$ cat src/verilog/rarms_defines.svh
// Register offsets, field positions, reset values and sample counts
// for the result and RMS register slice. Assumes 8-bit register space.
// Behaviour
// [RL1] Channels 5-7 each have a read-only low result byte, reset zero.
// [RL2] Channels 5-7 each have a read-only high result byte, reset zero.
// [RL3] Setup bits 7:4 select the RMS input channel, read-write, reset zero.
// [RL4] Setup bit 2 set removes the DC component from RMS; reset zero.
// [RL5] Setup bits 1:0 pick window 1024, 4096, 16384 or 65536 samples.
// [RL6] Forty further samples beyond the window finish the RMS computation.
// [RL7] Setup bit 3 is reserved, reads zero, ignores writes.
// [RL8] A read-only register holds the RMS result low byte, reset zero.
// [RL9] The next address holds the RMS result high byte, reset zero.
// [RL10] High byte is result bits 11:4; low byte upper nibble bits 3:0.
`ifndef RARMS_DEFINES_SVH
`define RARMS_DEFINES_SVH

// ----------------------------------------------------------------------
// Register offsets
// ----------------------------------------------------------------------
`define RARMS_OFS_CH5_LOW 8'haa
`define RARMS_OFS_CH5_HIGH 8'hab
`define RARMS_OFS_CH6_LOW 8'hac
`define RARMS_OFS_CH6_HIGH 8'had
`define RARMS_OFS_CH7_LOW 8'hae
`define RARMS_OFS_CH7_HIGH 8'haf
`define RARMS_OFS_SETUP 8'hc0
`define RARMS_OFS_RMS_LOW 8'hc1
`define RARMS_OFS_RMS_HIGH 8'hc2

// ----------------------------------------------------------------------
// Setup register fields and reset values
// ----------------------------------------------------------------------
`define RARMS_SEL_MSB 7
`define RARMS_SEL_LSB 4
`define RARMS_RSVD_BIT 3
`define RARMS_DC_BIT 2
`define RARMS_WIN_MSB 1
`define RARMS_WIN_LSB 0
`define RARMS_SETUP_WMASK 8'hf7
`define RARMS_SETUP_RESET 8'h00
`define RARMS_RESULT_RESET 8'h00

// ----------------------------------------------------------------------
// Sample counts
// ----------------------------------------------------------------------
`define RARMS_WIN_1K 17'h00400
`define RARMS_WIN_4K 17'h01000
`define RARMS_WIN_16K 17'h04000
`define RARMS_WIN_64K 17'h10000
`define RARMS_EXTRA_SAMPLES 17'h00028

`endif

$ cat src/verilog/rarms_pkg.sv
// Types shared by the result and RMS register slice.
// Assumes the defines header is compiled alongside.
package rarms_pkg;

   // Register access from the device's serial interface engine
   typedef struct packed {
      logic wr;
      logic rd;
      logic [7:0] addr;
      logic [7:0] wdata;
   } rarms_req_t;

   // One finished conversion from the converter core
   typedef struct packed {
      logic valid;
      logic [2:0] ch;
      logic [11:0] data;
   } rarms_conv_t;

   // Configuration handed to the RMS arithmetic
   typedef struct packed {
      logic [3:0] input_select;
      logic remove_offset;
      logic [1:0] window_length;
   } rarms_cfg_t;

   typedef enum logic [1:0] {
      RARMS_WIN_CODE_1K,
      RARMS_WIN_CODE_4K,
      RARMS_WIN_CODE_16K,
      RARMS_WIN_CODE_64K
   } rarms_win_t;

endpackage

$ cat src/verilog/rarms_regs.sv
// Result and RMS register slice: latest results of channels 5 to 7,
// RMS setup and RMS result. Assumes the serial interface engine issues
// single-cycle register requests on ref_clk and the converter core and
// RMS arithmetic run on the same clock.
`timescale 1ns/1ps
`include "rarms_defines.svh"

module rarms_regs #(
   parameter int FIRST_CH = 5,
   parameter int NUM_CH = 3
)
(
   input wire logic ref_clk,
   input wire logic rst,
   input wire rarms_pkg::rarms_req_t reg_req,
   output logic [7:0] reg_rdata,
   input wire rarms_pkg::rarms_conv_t conv,
   input wire logic [15:0] rms_engine_value,
   output rarms_pkg::rarms_cfg_t rms_setup,
   output logic rms_restart,
   output logic rms_done
);

   // -------------------------------------------------------------------
   // Elaboration checks
   // -------------------------------------------------------------------
   // The read map and the offsets are fixed to channels 5 to 7
   if (FIRST_CH != 5)
   begin : g_bad_first_ch
      $error("Only channel 5 may lead this slice");
   end
   if (NUM_CH != 3)
   begin : g_bad_num_ch
      $error("Exactly three channels are mapped in this slice");
   end
   // A writable reserved bit would break its read-as-zero behaviour
   if ((`RARMS_SETUP_WMASK & (8'h01 << `RARMS_RSVD_BIT)) != 8'h00)
   begin : g_bad_mask
      $error("Reserved setup bit must stay masked");
   end
   // The sample counter must hold the longest window plus its tail
   if (32'(`RARMS_WIN_64K) + 32'(`RARMS_EXTRA_SAMPLES) > 32'h0001ffff)
   begin : g_bad_count
      $error("Window plus tail does not fit the sample counter");
   end

   // -------------------------------------------------------------------
   // Latest conversion results
   // -------------------------------------------------------------------
   logic [7:0] ch_low_q [NUM_CH];
   logic [7:0] ch_high_q [NUM_CH];
   logic [NUM_CH-1:0] conv_hit;

   genvar gi;
   generate
      for (gi = 0; gi < NUM_CH; gi++)
      begin : g_ch
         // Channels 0 to 4 are stored by the neighbouring slice
         assign conv_hit[gi] = conv.valid && conv.ch == 3'(FIRST_CH + gi);

         always_ff @(posedge ref_clk or posedge rst)
         begin
            if (rst)
            begin
               ch_low_q[gi] <= `RARMS_RESULT_RESET; // RL1
               ch_high_q[gi] <= `RARMS_RESULT_RESET; // RL2
            end
            else if (conv_hit[gi])
            begin
               ch_high_q[gi] <= conv.data[11:4]; // RL10
               ch_low_q[gi] <= {conv.data[3:0], 4'h0}; // RL10
            end
         end
      end
   endgenerate

   // -------------------------------------------------------------------
   // RMS setup register
   // -------------------------------------------------------------------
   logic [7:0] setup_q;
   logic setup_wr;

   assign setup_wr = reg_req.wr && reg_req.addr == `RARMS_OFS_SETUP;

   always_ff @(posedge ref_clk or posedge rst)
   begin
      if (rst)
      begin
         setup_q <= `RARMS_SETUP_RESET; // RL3
      end
      else if (setup_wr)
      begin
         // Reserved bit masked so it can never be set
         setup_q <= reg_req.wdata & `RARMS_SETUP_WMASK; // RL7
      end
   end

   assign rms_setup.input_select = setup_q[`RARMS_SEL_MSB:`RARMS_SEL_LSB]; // RL3
   assign rms_setup.remove_offset = setup_q[`RARMS_DC_BIT]; // RL4
   assign rms_setup.window_length =
      setup_q[`RARMS_WIN_MSB:`RARMS_WIN_LSB]; // RL5

   // Restart the arithmetic whenever its configuration may have changed
   assign rms_restart = setup_wr;

   // -------------------------------------------------------------------
   // RMS sample counting
   // -------------------------------------------------------------------
   logic [16:0] win_len;
   logic [16:0] target;
   logic [16:0] count_q;
   logic sample_hit;
   logic last_sample;

   always_comb
   begin
      unique case (rarms_pkg::rarms_win_t'(rms_setup.window_length))
         rarms_pkg::RARMS_WIN_CODE_1K: win_len = `RARMS_WIN_1K; // RL5
         rarms_pkg::RARMS_WIN_CODE_4K: win_len = `RARMS_WIN_4K; // RL5
         rarms_pkg::RARMS_WIN_CODE_16K: win_len = `RARMS_WIN_16K; // RL5
         rarms_pkg::RARMS_WIN_CODE_64K: win_len = `RARMS_WIN_64K; // RL5
      endcase
   end

   // 65536 + 40 fits in 17 bits, so the sum cannot wrap
   assign target = win_len + `RARMS_EXTRA_SAMPLES; // RL6
   assign sample_hit = conv.valid
      && {1'b0, conv.ch} == rms_setup.input_select;
   // Final sample of the window plus its tail
   assign last_sample = count_q == target - 17'h00001; // RL6

   always_ff @(posedge ref_clk or posedge rst)
   begin
      if (rst)
      begin
         count_q <= 17'h00000;
      end
      else if (setup_wr)
      begin
         count_q <= 17'h00000;
      end
      else if (sample_hit)
      begin
         if (last_sample)
         begin
            count_q <= 17'h00000; // RL6
         end
         else
         begin
            count_q <= count_q + 17'h00001;
         end
      end
   end

   assign rms_done = !setup_wr && sample_hit && last_sample; // RL6

   // -------------------------------------------------------------------
   // RMS result
   // -------------------------------------------------------------------
   logic [15:0] rms_q;

   always_ff @(posedge ref_clk or posedge rst)
   begin
      if (rst)
      begin
         rms_q <= {`RARMS_RESULT_RESET, `RARMS_RESULT_RESET}; // RL8 RL9
      end
      else if (rms_done)
      begin
         // Result only changes once the whole window plus tail is in
         rms_q <= rms_engine_value; // RL6
      end
   end

   // -------------------------------------------------------------------
   // Read port
   // -------------------------------------------------------------------
   logic [7:0] rdata_d;

   always_comb
   begin
      unique case (reg_req.addr)
         `RARMS_OFS_CH5_LOW: rdata_d = ch_low_q[0]; // RL1
         `RARMS_OFS_CH5_HIGH: rdata_d = ch_high_q[0]; // RL2
         `RARMS_OFS_CH6_LOW: rdata_d = ch_low_q[1]; // RL1
         `RARMS_OFS_CH6_HIGH: rdata_d = ch_high_q[1]; // RL2
         `RARMS_OFS_CH7_LOW: rdata_d = ch_low_q[2]; // RL1
         `RARMS_OFS_CH7_HIGH: rdata_d = ch_high_q[2]; // RL2
         `RARMS_OFS_SETUP: rdata_d = setup_q; // RL7
         `RARMS_OFS_RMS_LOW: rdata_d = rms_q[7:0]; // RL8
         `RARMS_OFS_RMS_HIGH: rdata_d = rms_q[15:8]; // RL9
         default: rdata_d = 8'h00;
      endcase
   end

   always_ff @(posedge ref_clk or posedge rst)
   begin
      if (rst)
      begin
         reg_rdata <= 8'h00;
      end
      else if (reg_req.rd)
      begin
         reg_rdata <= rdata_d;
      end
   end

endmodule

$ cat config.mk
export PLATFORM = sky130hd
export DESIGN_NAME = rarms_regs
export DESIGN_NICKNAME = d
export VERILOG_FILES = /design/src/verilog/rarms_pkg.sv /design/src/verilog/rarms_regs.sv
export VERILOG_INCLUDE_DIRS = /design/src /design/src/verilog
export SDC_FILE = /design/constraint.sdc
export NUM_CORES = 1
export LEC_CHECK = 0
export BUFFER_PORTS_ARGS = -buffer_cell sky130_fd_sc_hd__buf_2
export CORE_MARGIN = 2
export CORE_UTILIZATION = 36
export DETAILED_ROUTE_END_ITERATION = 12
export PLACE_DENSITY = 0.64
export SLEW_MARGIN = 20
export SYNTH_ARGS = -nofsm -noshare
export SYNTH_HDL_FRONTEND = slang
export SYNTH_SLANG_ARGS = --single-unit
$ cat constraint.sdc
create_clock -name ref_clk -period 5.15 [get_ports ref_clk]
set_input_delay 1.03 -clock ref_clk [delete_from_list [all_inputs] [get_ports ref_clk]]
set_output_delay 1.03 -clock ref_clk [all_outputs]
set_load 0.05 [all_outputs]
# ---- Word level (Yosys, flattened, before mapping)
# Index checks and enable logic that the tools add are counted.
# W data, S select, Z words.
dict set report word_totals {
  regBits 84
  latch_bits 0
  mem_bits_rw 0
  rom_bits 0
  out_inout_bits 17
  elab_cells 45
  mem_count 0
}
dict set report op_classes {
  addsub 3
  multipliers 0
  n_div 0
  n_lt_le_gt_ge 0
  n_eq_ne 17
  shifts 0
  n_mux 5
  bitwise 0
  n_reduce_logical 10
}
# operator n
set ops {}
lappend ops {{$eq A8 B8 Y1 const B} 9}
lappend ops {{$pmux W8 S9} 1}
lappend ops {{$pmux W17 S4} 1}
lappend ops {{$mux W17} 3}
lappend ops {{$add A17 B1 Y17 const B} 1}
lappend ops {{$add A17 B6 Y17 const B} 1}
lappend ops {{$eq A17 B17 Y1} 1}
lappend ops {{$sub A17 B1 Y17 const B} 1}
lappend ops {{$eq A3 B3 Y1 const B} 3}
lappend ops {{$logic_and A1 B1 Y1} 7}
lappend ops {{$eq A2 B2 Y1 const B} 2}
lappend ops {{$eq A3 B4 Y1} 1}
lappend ops {{$eq A2 B1 Y1 const B} 1}
lappend ops {{$logic_not A2 Y1} 1}
lappend ops {{$reduce_bool A2 Y1} 1}
lappend ops {{$logic_not A1 Y1} 1}

# ---- Logic depth before layout (Yosys ltp)
# Gate-level depths: netlist of the first run.
dict set report logic_depth {
  depth_word 8
  depth_mapped 8
  ltp_nobuf 7
}

# ---- Least setup slack after synthesis of the first run
# Ideal clock, no wire load.
dict set report synth_timing {
  kind {input -> output}
  start {input reg_req[10] (netlist bit)}
  end {output rms_restart}
  arrival_time_ns 2.460
  required_time_ns 4.120
  path_slack_ns 1.660
  path_stages 5
  path_cell_list {buf_2 nor4b_2 nand3_1 inv_1 clkbuf_1}
}
dict set report synth_via {
  elab_chain_len 2
}
# element line_no
set synth_rtl {}
lappend synth_rtl {{from (decl)} rarms_regs.sv:15} ;# input wire rarms_pkg::rarms_req_t reg_req,
lappend synth_rtl {{$eq A8 B8 Y1} --}
lappend synth_rtl {{$logic_and A1 B1 Y1 (no source line)} --}
lappend synth_rtl {{to (decl)} rarms_regs.sv:20} ;# output logic rms_restart,
# Every way passes these cells.

# ---- Final worst setup path of the first run
# Same ends and word-level chain as after synthesis.

==> metrics.txt, run 1 <==
Critical Path AT=2.84 ns; Hold Path End=rms_q[13]; most common cell after layout, fill and taps aside=dfrtp_1; Crit Path Class=in2out; status=finished, final reports clean; R2R cell count=5; crit-path cells=buf_2 -> nor4b_2 -> nand3_1 -> inv_1 -> buf_2; mapped cell area=4130 µm²; Synth cell types=52; Clock Sinks=84; Tot GR Track Use=16.8%; Buffers on Ports=67; site row count=39; GRT Residual Overflow=0; starting density of the core=between 30% and 40%; Syn Inst Count=368; Synth Area per Inst=approximately 11 µm²; final setup fails=0; setup TNS=0 ns; VDD IR max=about 0.15 mV; DR top layer=met4; drt drc=0; DR WL/cell=approximately 17 µm; worst hold path type=reg2reg; DIE HEIGHT=111 µm; final period utilization=75.1%; main flop type after synthesis=dfrtp_1; Detail Route Antenna Nets=0; CP Max Fanout=11; Routed WL=9910 µm; CTS max path bufs=2; Layout area overhead=18.7%; worst hold start=rms_q[13]; most frequent cells in the layout=dfrtp_1 (84), buf_2 (67), mux2_2 (59); Max Freq=258 MHz; Max Slew Vio Count=0; CTS tree=built; setup repair after global routing missed its margin=no; number of antenna violations at the first check in global routing=0; layout cells sized above 1=35.0%; vias per inst=between 5 and 6; Worst path slowest cell=inv_1; pwr dens=337 nW/µm²; # diodes=0; Slew HR=30.1%; Crit. End Element=output port; CTS root buf=clkbuf_16; Startpoint Class=input port; vias in the first global route=3084; synthesized net count=421; FF-to-FF setup slack=2.54 ns; Top cell by count, worst path=buf_2; worst r2r src=count_q[9]; synth warn=0; DRT Pass-1 Iters=4; post-synthesis sequential area ratio=51.0%; WL met1=4670 µm; ys async rst share=100%; Core Region=about 11000 µm²; Num CTS Buffers=9; Worst Max-Slew Pin Slew=1.04 ns; largest net degree at the start of global routing=61; hold-fix buffers at CTS=0; Met3 Wirelength=374 µm; maxcap violations=0; Die Wd=111 µm; clk_lat worst skew=0.34 ns; 1st-iter DRT viols=between 150 and 200; final count of hold timing violations=0; Die ar.=12300 µm²; post_cts resized=0; metal2 WL=between 4000 and 5000 µm; GPL Wtd Cong=0.856; Leakage=2.26 nW; first-pass GRT wire length=approximately 16000 µm; Tmin final=3.87 ns; Vias=3138; Fill cells=1101; r2r endpoint=count_q[8]; clk slew on worst S/H paths=0.06 ns; WHS Path Cells=1; Post-synth EDFFs=0; slowest stage delay, CP=0.51 ns; register area=2100 µm²; H-tree levels=3; post-layout util=43.3%; clk_skew=0.00942 ns; required time of the critical path=4.12 ns; final net count=between 400 and 500; postcts setup bufs=0; IO Pins=69; post-DP HPWL=7090 µm; area occupied by multi-input gates=1910 µm²; #FFs+latches synth=84
==> sequential cells by signal, summed over array words and instances (netlist names) <==
| name | cells |
|---|---|
| ch_low_q | 12 |
| setup_q | 7 |
| rms_q | 16 |
| ch_high_q | 24 |
| count_q | 17 |
| reg_rdata | 8 |
==> per-stage QoR <==
stage / hold WS [ns] / cells / cell area, µm² / setup WS, ns / power (W)
3_3_place_gp: 0.483 / 567 / 4590 / 1.29 / 0.00100
5_1_grt: 0.524 / 583 / 4900 / 1.14 / 0.00172
6_report: 0.505 / 583 / 4900 / 1.28 / 0.00165
4_1_cts: 0.506 / 583 / 4900 / 1.21 / 0.00167
3_5_place_dp: 0.486 / 567 / 4590 / 1.21 / 0.00102
2_1_floorplan: 0.459 / 368 / 4130 / 1.66 / 0.000942
==> Yosys cell counts, types with 2 or more instances <==
library cell	instances	area share, %
a21o_1	5	0.91
a21oi_1	9	1.1
a22o_1	9	1.9
a22oi_1	13	2.4
a31oi_1	2	0.30
and3_1	2	0.30
buf_1	4	0.36
buf_2	5	0.61
clkbuf_1	3	0.27
dfrtp_1	84	51
inv_1	13	1.2
mux2_2	59	16
mux2i_1	3	0.73
nand2_1	40	3.6
nand2b_1	4	0.61
nand3_1	24	2.9
nand4_1	3	0.46
nand4b_1	2	0.42
nor2_1	10	0.91
nor2b_1	4	0.61
nor3_1	7	0.85
nor3b_1	3	0.55
nor4_1	2	0.30
nor4b_1	2	0.42
o21ai_0	14	1.7
o22ai_1	3	0.46
o31ai_1	3	0.55
or3_1	9	1.4
xnor2_1	2	0.42
xor2_1	3	0.64
==> critical path: cells and delay by family <==
| kind | cells | cell delay [ns] |
|---|---|---|
| buffers and inverters | 3 | 1.02 |
| AND/OR/NAND/NOR | 2 | 0.79 |
==> worst max-delay path by stage <==
stage                           start     endpoint  slack [ns]  cells past startpoint
final                     reg_req[10]  rms_restart        1.28                      5
after global routing      reg_req[10]  rms_restart        1.14                      5
after CTS                 reg_req[10]  rms_restart        1.21                      5
after floorplan           reg_req[10]  rms_restart        1.66                      5
after detailed placement  reg_req[10]  rms_restart        1.21                      5
after global placement    reg_req[10]  rms_restart        1.29                      5
==> routing by layer <==
layer / track usage (%) / vias to the layer above
li1: - / 1495
met1: 23.2 / 1562
met2: 26.0 / 73
met3: 3.83 / 8
met4: 6.34 / 0
met5: 0 / -
==> layout make-up <==
cell class              count  area share (%)
repair buffers             69            7.15
clock buffers              11            4.96
inverters                  13            1.05
well taps                 143            3.65
flip-flops and latches     84            42.9
multi-input cells         258            39.0
clock inverters             5            1.25
==> power breakdown <==
group          internal (W)  switching [W]  total (W)  leakage (nW)
registers          0.000742      0.0000552   0.000797          1.09
logic              0.000104       0.000102   0.000206          1.02
clock network      0.000390       0.000256   0.000647         0.150
==> cell families (layout without fill, tap and decap cells) <==
kind of cell / count (synthesis) / in the layout / synth area share, %
AO/OA/AOI/OAI: 67 / 67 / 11.3
multiplexers: 64 / 64 / 17.7
AND/OR/NAND/NOR: 121 / 121 / 16.0
adder cells (fa/ha/maj): 1 / 1 / 0.303
XOR/XNOR: 5 / 5 / 1.06
flip-flops: 84 / 84 / 51.0
buffers and inverters: 26 / 98 / 2.70
No activity file was read; power rests on OpenSTA's default activity.
==> run 2, diff against run 1 <==
==> constraint.sdc (replaced) <==
create_clock -name ref_clk -period 3.9 [get_ports ref_clk]
set_input_delay 0.78 -clock ref_clk [delete_from_list [all_inputs] [get_ports ref_clk]]
set_output_delay 0.78 -clock ref_clk [all_outputs]
set_load 0.05 [all_outputs]
==> run 2 against run 1 <==
Worst hold slack got worse by 0.0041 ns. Cell area rose by 1.3%. Worst setup slack got worse by 0.50 ns. Sequential share of layout area fell by 0.56 points. Die area did not move. Global-route usage rose by 0.31 points. Utilization rose by 0.57 points. Largest power group unchanged. Critical path depth rose by 1. Sequential cell count did not move.
==> metrics.txt, run 2 (synthesized netlist as in run 1, its figures left out) <==
status=finished, final reports clean; largest net degree at the start of global routing=49; final count of hold timing violations=0; Fill cells=1100; Slew HR=43.3%; final net count=around 490; crit-path cells=buf_2 -> xor2_1 -> nor4_4 -> and2_4 -> nor4b_4 -> buf_2; clk slew on worst S/H paths=0.06 ns; CTS root buf=clkbuf_16; post_cts resized=0; Crit Path Class=in2out; slowest stage delay, CP=0.41 ns; Buffers on Ports=67; GPL Wtd Cong=0.818; required time of the critical path=3.12 ns; GRT Residual Overflow=0; Max Freq=approximately 320 MHz; setup TNS=0 ns; site row count=39; hold-fix buffers at CTS=0; Core Region=11300 µm²; Num CTS Buffers=9; Tot GR Track Use=~17%; most common cell after layout, fill and taps aside=dfrtp_1; DIE HEIGHT=111 µm; CP Max Fanout=6; Tmin final=about 3.1 ns; clk_lat worst skew=around 0.34 ns; IO Pins=slightly below 70; drt drc=0; Worst Max-Slew Pin Slew=0.846 ns; Inst Count DP=572; post-DP HPWL=7210 µm; Die Wd=between 100 and 150 µm; DR WL/cell=17.0 µm; Leakage=2.29 nW; CTS tree=built; setup repair after global routing missed its margin=no; WP buf/inv=2; worst hold path type=reg2reg; Crit. End Element=output port; clk_skew=0.00472 ns; vias in the first global route=3200; CP top delay family=simple AND/OR/NAND/NOR gates; # diodes=0; Die ar.=12300 µm²; largest registers=ch_high_q x24, count_q x17, rms_q x16; Worst path slowest cell=nor4_4; pre-CTS WS=around 0.74 ns; CTS max path bufs=2; H-tree levels=3; Routed WL=10000 µm; 1st-iter DRT viols=237; vias per inst=about 5.5; starting density of the core=between 30% and 40%; Clock Sinks=84; number of antenna violations at the first check in global routing=0; Max Slew Vio Count=0; Top cell by count, worst path=buf_2; Startpoint Class=input port; worst setup margin=0.777 ns; maxcap violations=0; pwr dens=between 400 and 500 nW/µm²; Largest Register=ch_high_q; DRT Pass-1 Iters=5; Critical Path AT=2.34 ns; most frequent cells in the layout=dfrtp_1 (84), buf_2 (67), mux2_2 (59); Layout Cells excl Fill=587; postcts setup bufs=0; flip-flop count of the largest register after layout=24; Vias=3200; final setup fails=0; Detail Route Antenna Nets=0; final period utilization=80.1%; VDD IR max=0.217 mV; first-pass GRT wire length=roughly 17000 µm; Layout area overhead=20.3%; layout cells sized above 1=~36%
==> run 2: through the flow <==
stage	total power [W]	hold slack, ns	utilization, %	area, µm²
2_1_floorplan	0.00124	0.459	-	4130
3_5_place_dp	0.00134	0.488	40.9	4630
4_1_cts	0.00227	0.505	43.8	4950
6_report	0.00224	0.501	43.8	4960
3_3_place_gp	0.00133	0.482	40.9	4630
5_1_grt	0.00234	0.515	43.8	4960
==> run 2: final cells by class <==
| cell class | count | area [µm²] | area share (%) |
|---|---|---|---|
| sequential | 84 | 2100 | 42.3 |
| multi-input combinational | 258 | 1920 | 38.7 |
| timing repair buffer | 74 | 388 | 7.81 |
| clock buffer | 10 | 239 | 4.81 |
| tap | 143 | 179 | 3.60 |
| clock inverter | 5 | 85.1 | 1.71 |
| inverter | 13 | 50.0 | 1.01 |
==> run 2: worst paths after layout <==
path / start / cells past startpoint / slack [ns] / end
min in group asynchronous: rst / 2 / 0.58 / setup_q[1]
setup reg to reg: count_q[9] / 5 / 1.51 / rms_q[15]
setup / recovery: conv[13] / 6 / 0.78 / rms_done
hold reg to reg: rms_q[0] / 1 / 0.50 / rms_q[0]
hold / removal: rms_q[0] / 1 / 0.50 / rms_q[0]
max in group asynchronous: rst / 3 / 2.50 / ch_low_q[15]
==> run 2: per-layer routing <==
metal | GRT usage (%) | wire length [µm] | vias up | share of wire, %
met4 | 6.67 | 213 | 0 | 2.1
met2 | 26.3 | 4540 | 80 | 45
met3 | 4.10 | 438 | 12 | 4.4
met5 | 0 | 0 | - | 0
li1 | - | - | 1501 | -
met1 | 23.5 | 4810 | 1607 | 48
==> run 2: report_power, final <==
group	internal, W	switching (W)	total, W	leakage [nW]
clock	0.000578	0.000338	0.000915	0.155
sequential	0.000980	0.0000726	0.00105	1.09
combinational	0.000138	0.000135	0.000273	1.05
total	0.00170	0.000545	0.00224	2.29
==> run 3, diff against run 2 <==
--- a/config.mk
+++ b/config.mk
@@ -6,11 +6,12 @@
 export SDC_FILE = /design/constraint.sdc
 export NUM_CORES = 1
 export LEC_CHECK = 0
+export ABC_AREA = 1
 export BUFFER_PORTS_ARGS = -buffer_cell sky130_fd_sc_hd__buf_2
 export CORE_MARGIN = 2
 export CORE_UTILIZATION = 36
 export DETAILED_ROUTE_END_ITERATION = 12
-export PLACE_DENSITY = 0.64
+export PLACE_DENSITY = 0.66
 export SLEW_MARGIN = 20
 export SYNTH_ARGS = -nofsm -noshare
 export SYNTH_HDL_FRONTEND = slang
==> constraint.sdc (replaced) <==
create_clock -name ref_clk -period 2.55 [get_ports ref_clk]
set_input_delay 0.51 -clock ref_clk [delete_from_list [all_inputs] [get_ports ref_clk]]
set_output_delay 0.51 -clock ref_clk [all_outputs]
set_load 0.05 [all_outputs]
==> run 3 against run 2 <==
Register-to-register slack lost 0.72 ns. Die area grew 6.1%. Non-clock buffer count grew 4. Worst hold slack lost 0.23 ns. Global-route usage grew 1.4 points. Combinational power grew 30%. Clock power grew 56%. Sequential share of layout area shrank 2.3 points. Worst setup slack lost 0.65 ns. Area after synthesis grew 6.3%. Total power grew 50%.
==> metrics.txt, run 3 <==
status=finished, final reports clean; CTS root buf=clkbuf_16; Synth top cells by count=nand2_1 (195), nand3_1 (92), dfrtp_1 (84); pwr dens=around 640 nW/µm²; postcts setup bufs=0; GPL Wtd Cong=roughly 0.89; cell taking the most area after synthesis=dfrtp_1; R2R cell count=11; layout cells sized above 1=15.7%; Die ar.=13100 µm²; Startpoint Class=flip-flop; drt drc=0; largest net degree at the start of global routing=85; top-count cell post-synth=nand2_1; worst setup margin=0.126 ns; Slew HR=between 40% and 50%; final count of hold timing violations=0; Crit Path Class=reg2out; Largest Register=ch_high_q; Tot GR Track Use=18.5%; IO Pins=69; Syn Inst Count=approximately 600; top-area cell type share of the netlist area=between 40% and 50%; FF-to-FF setup slack=0.79 ns; Crit. End Element=output port; worst r2r src=count_q[0]; ys async rst share=100%; Max Freq=between 400 and 500 MHz; Num CTS Buffers=9; synth warn=0; GRT Residual Overflow=0; Core Region=12000 µm²; Synth cell types=21; Detail Route Antenna Nets=0; Post-synth EDFFs=0; Routed WL=between 10000 and 15000 µm; mapped cell area=between 4000 and 5000 µm²; most common cell after layout, fill and taps aside=nand2_1; Critical Path AT=1.91 ns; setup repair after global routing missed its margin=no; DIE HEIGHT=114 µm; register area=between 2000 and 2500 µm²; flip-flop count of the largest register after layout=24; CP Max Fanout=4; Leakage=2.79 nW; DR WL/cell=13.6 µm; first-pass GRT wire length=19000 µm; Die Wd=114 µm; post-synthesis sequential area ratio=47.9%; CTS max path bufs=2; H-tree levels=3; Switching Share=26.6%; top post-synthesis cells by area=dfrtp_1 (48%), nand2_1 (17%), nand3_1 (10%), o21ai_0 (6.6%), nor2_1 (5.6%); #FFs+latches synth=84; site row count=40; clk_skew=0.00774 ns; area occupied by multi-input gates=1960 µm²; post-DP HPWL=around 8300 µm; Layout area overhead=19.7%; Vias=~4100; CTS tree=built; Synth Area per Inst=between 7 and 8 µm²; Tmin final=2.42 ns; vias in the first global route=3970; clk slew on worst S/H paths=0.06 ns; maxcap violations=0; post_cts resized=0; Max Slew Vio Count=0; pre-CTS WS=0.379 ns; vias per inst=4.99; synthesized net count=660; Int Power=0.00247 W; net load switching power=0.000895 W; Buffers on Ports=67; # diodes=0; number of antenna violations at the first check in global routing=0; Worst Max-Slew Pin Slew=0.748 ns; clk_lat worst skew=0.34 ns; final setup fails=0; hold-fix buffers at CTS=0; DRT Pass-1 Iters=5; main flop type after synthesis=dfrtp_1; final net count=between 700 and 800; Clk network pwr share=a little over two fifths; sequential power share=46.8%; setup TNS=0 ns; required time of the critical path=2.04 ns; Fill cells=1175; most frequent cells in the layout=nand2_1 (195), nand3_1 (92), dfrtp_1 (84); largest registers=ch_high_q x24, count_q x17, rms_q x16; final period utilization=95.1%; Clock Sinks=84; VDD IR max=~0.26 mV; starting density of the core=36.7%; Comb power frac=10.6%; 1st-iter DRT viols=276; r2r endpoint=rms_q[4]; worst hold path type=in2async
[run 3: critical path: stages (launching register included)]
cell and delay [ns]:
dfrtp_1 0.39, ha_1 0.23, nand2_1 0.08, inv_2 0.08, nand3_1 0.07, nor2_1 0.11
nand2_2 0.09, nor3_4 0.17, nand2_4 0.08, inv_1 0.06, clkbuf_4 0.22
[run 3: cell families (layout without fill, tap and decap cells)]
group | Yosys count | count (layout) | share of synthesized area, %
fa+ha+maj | 1 | 1 | 0.285
compound gates | 58 | 58 | 6.62
xor+xnor | 6 | 6 | 1.20
flops | 84 | 84 | 47.9
simple gates | 376 | 376 | 36.5
buf+inv | 82 | 157 | 7.45
[run 3: worst max-delay path by stage]
stage                        to  cells past startpoint  startpoint
floorplan              rms_done                      7  setup_q[0]
global placement    count_q[16]                     10  reg_req[9]
detailed placement  count_q[16]                     10  reg_req[9]
CTS                    rms_done                     10  count_q[0]
global route           rms_done                     10  count_q[0]
finish                 rms_done                     10  count_q[0]
[run 3: cell type report]
class,count,area share [%]
Multi-Input combinational cell,441,37.3
Inverter,63,4.58
Sequential cell,84,40.1
Timing Repair Buffer,78,8.25
Tap cell,147,3.51
Clock buffer,9,4.29
Clock inverter,7,1.98
[run 3: metrics by stage]
stage | std cells | cell area, µm² | utilization (%) | total power, W | hold WS [ns]
2_1_floorplan | 607 | 4390 | - | 0.00182 | 0.442
3_3_place_gp | 813 | 4920 | 41.1 | 0.00194 | 0.459
3_5_place_dp | 813 | 4920 | 41.1 | 0.00196 | 0.462
4_1_cts | 829 | 5250 | 43.8 | 0.00339 | 0.310
5_1_grt | 829 | 5250 | 43.9 | 0.00352 | 0.325
6_report | 829 | 5250 | 43.9 | 0.00336 | 0.271
[run 3: metal layers]
metal	GRT usage, %	wire (µm)	vias up
li1	-	-	2079
met4	7.72	314	0
met5	0	0	-
met2	30.2	5420	102
met3	3.86	471	20
met1	24.0	5080	1939
[run 3: power groups by stage]
stage                     logic, W  registers (W)  clock network [W]
final                     0.000356        0.00158            0.00143
after floorplan           0.000208        0.00161                  0
after global placement    0.000346        0.00159                  0
after CTS                 0.000361        0.00157            0.00146
after global routing      0.000411        0.00159            0.00152
after detailed placement  0.000359        0.00160                  0
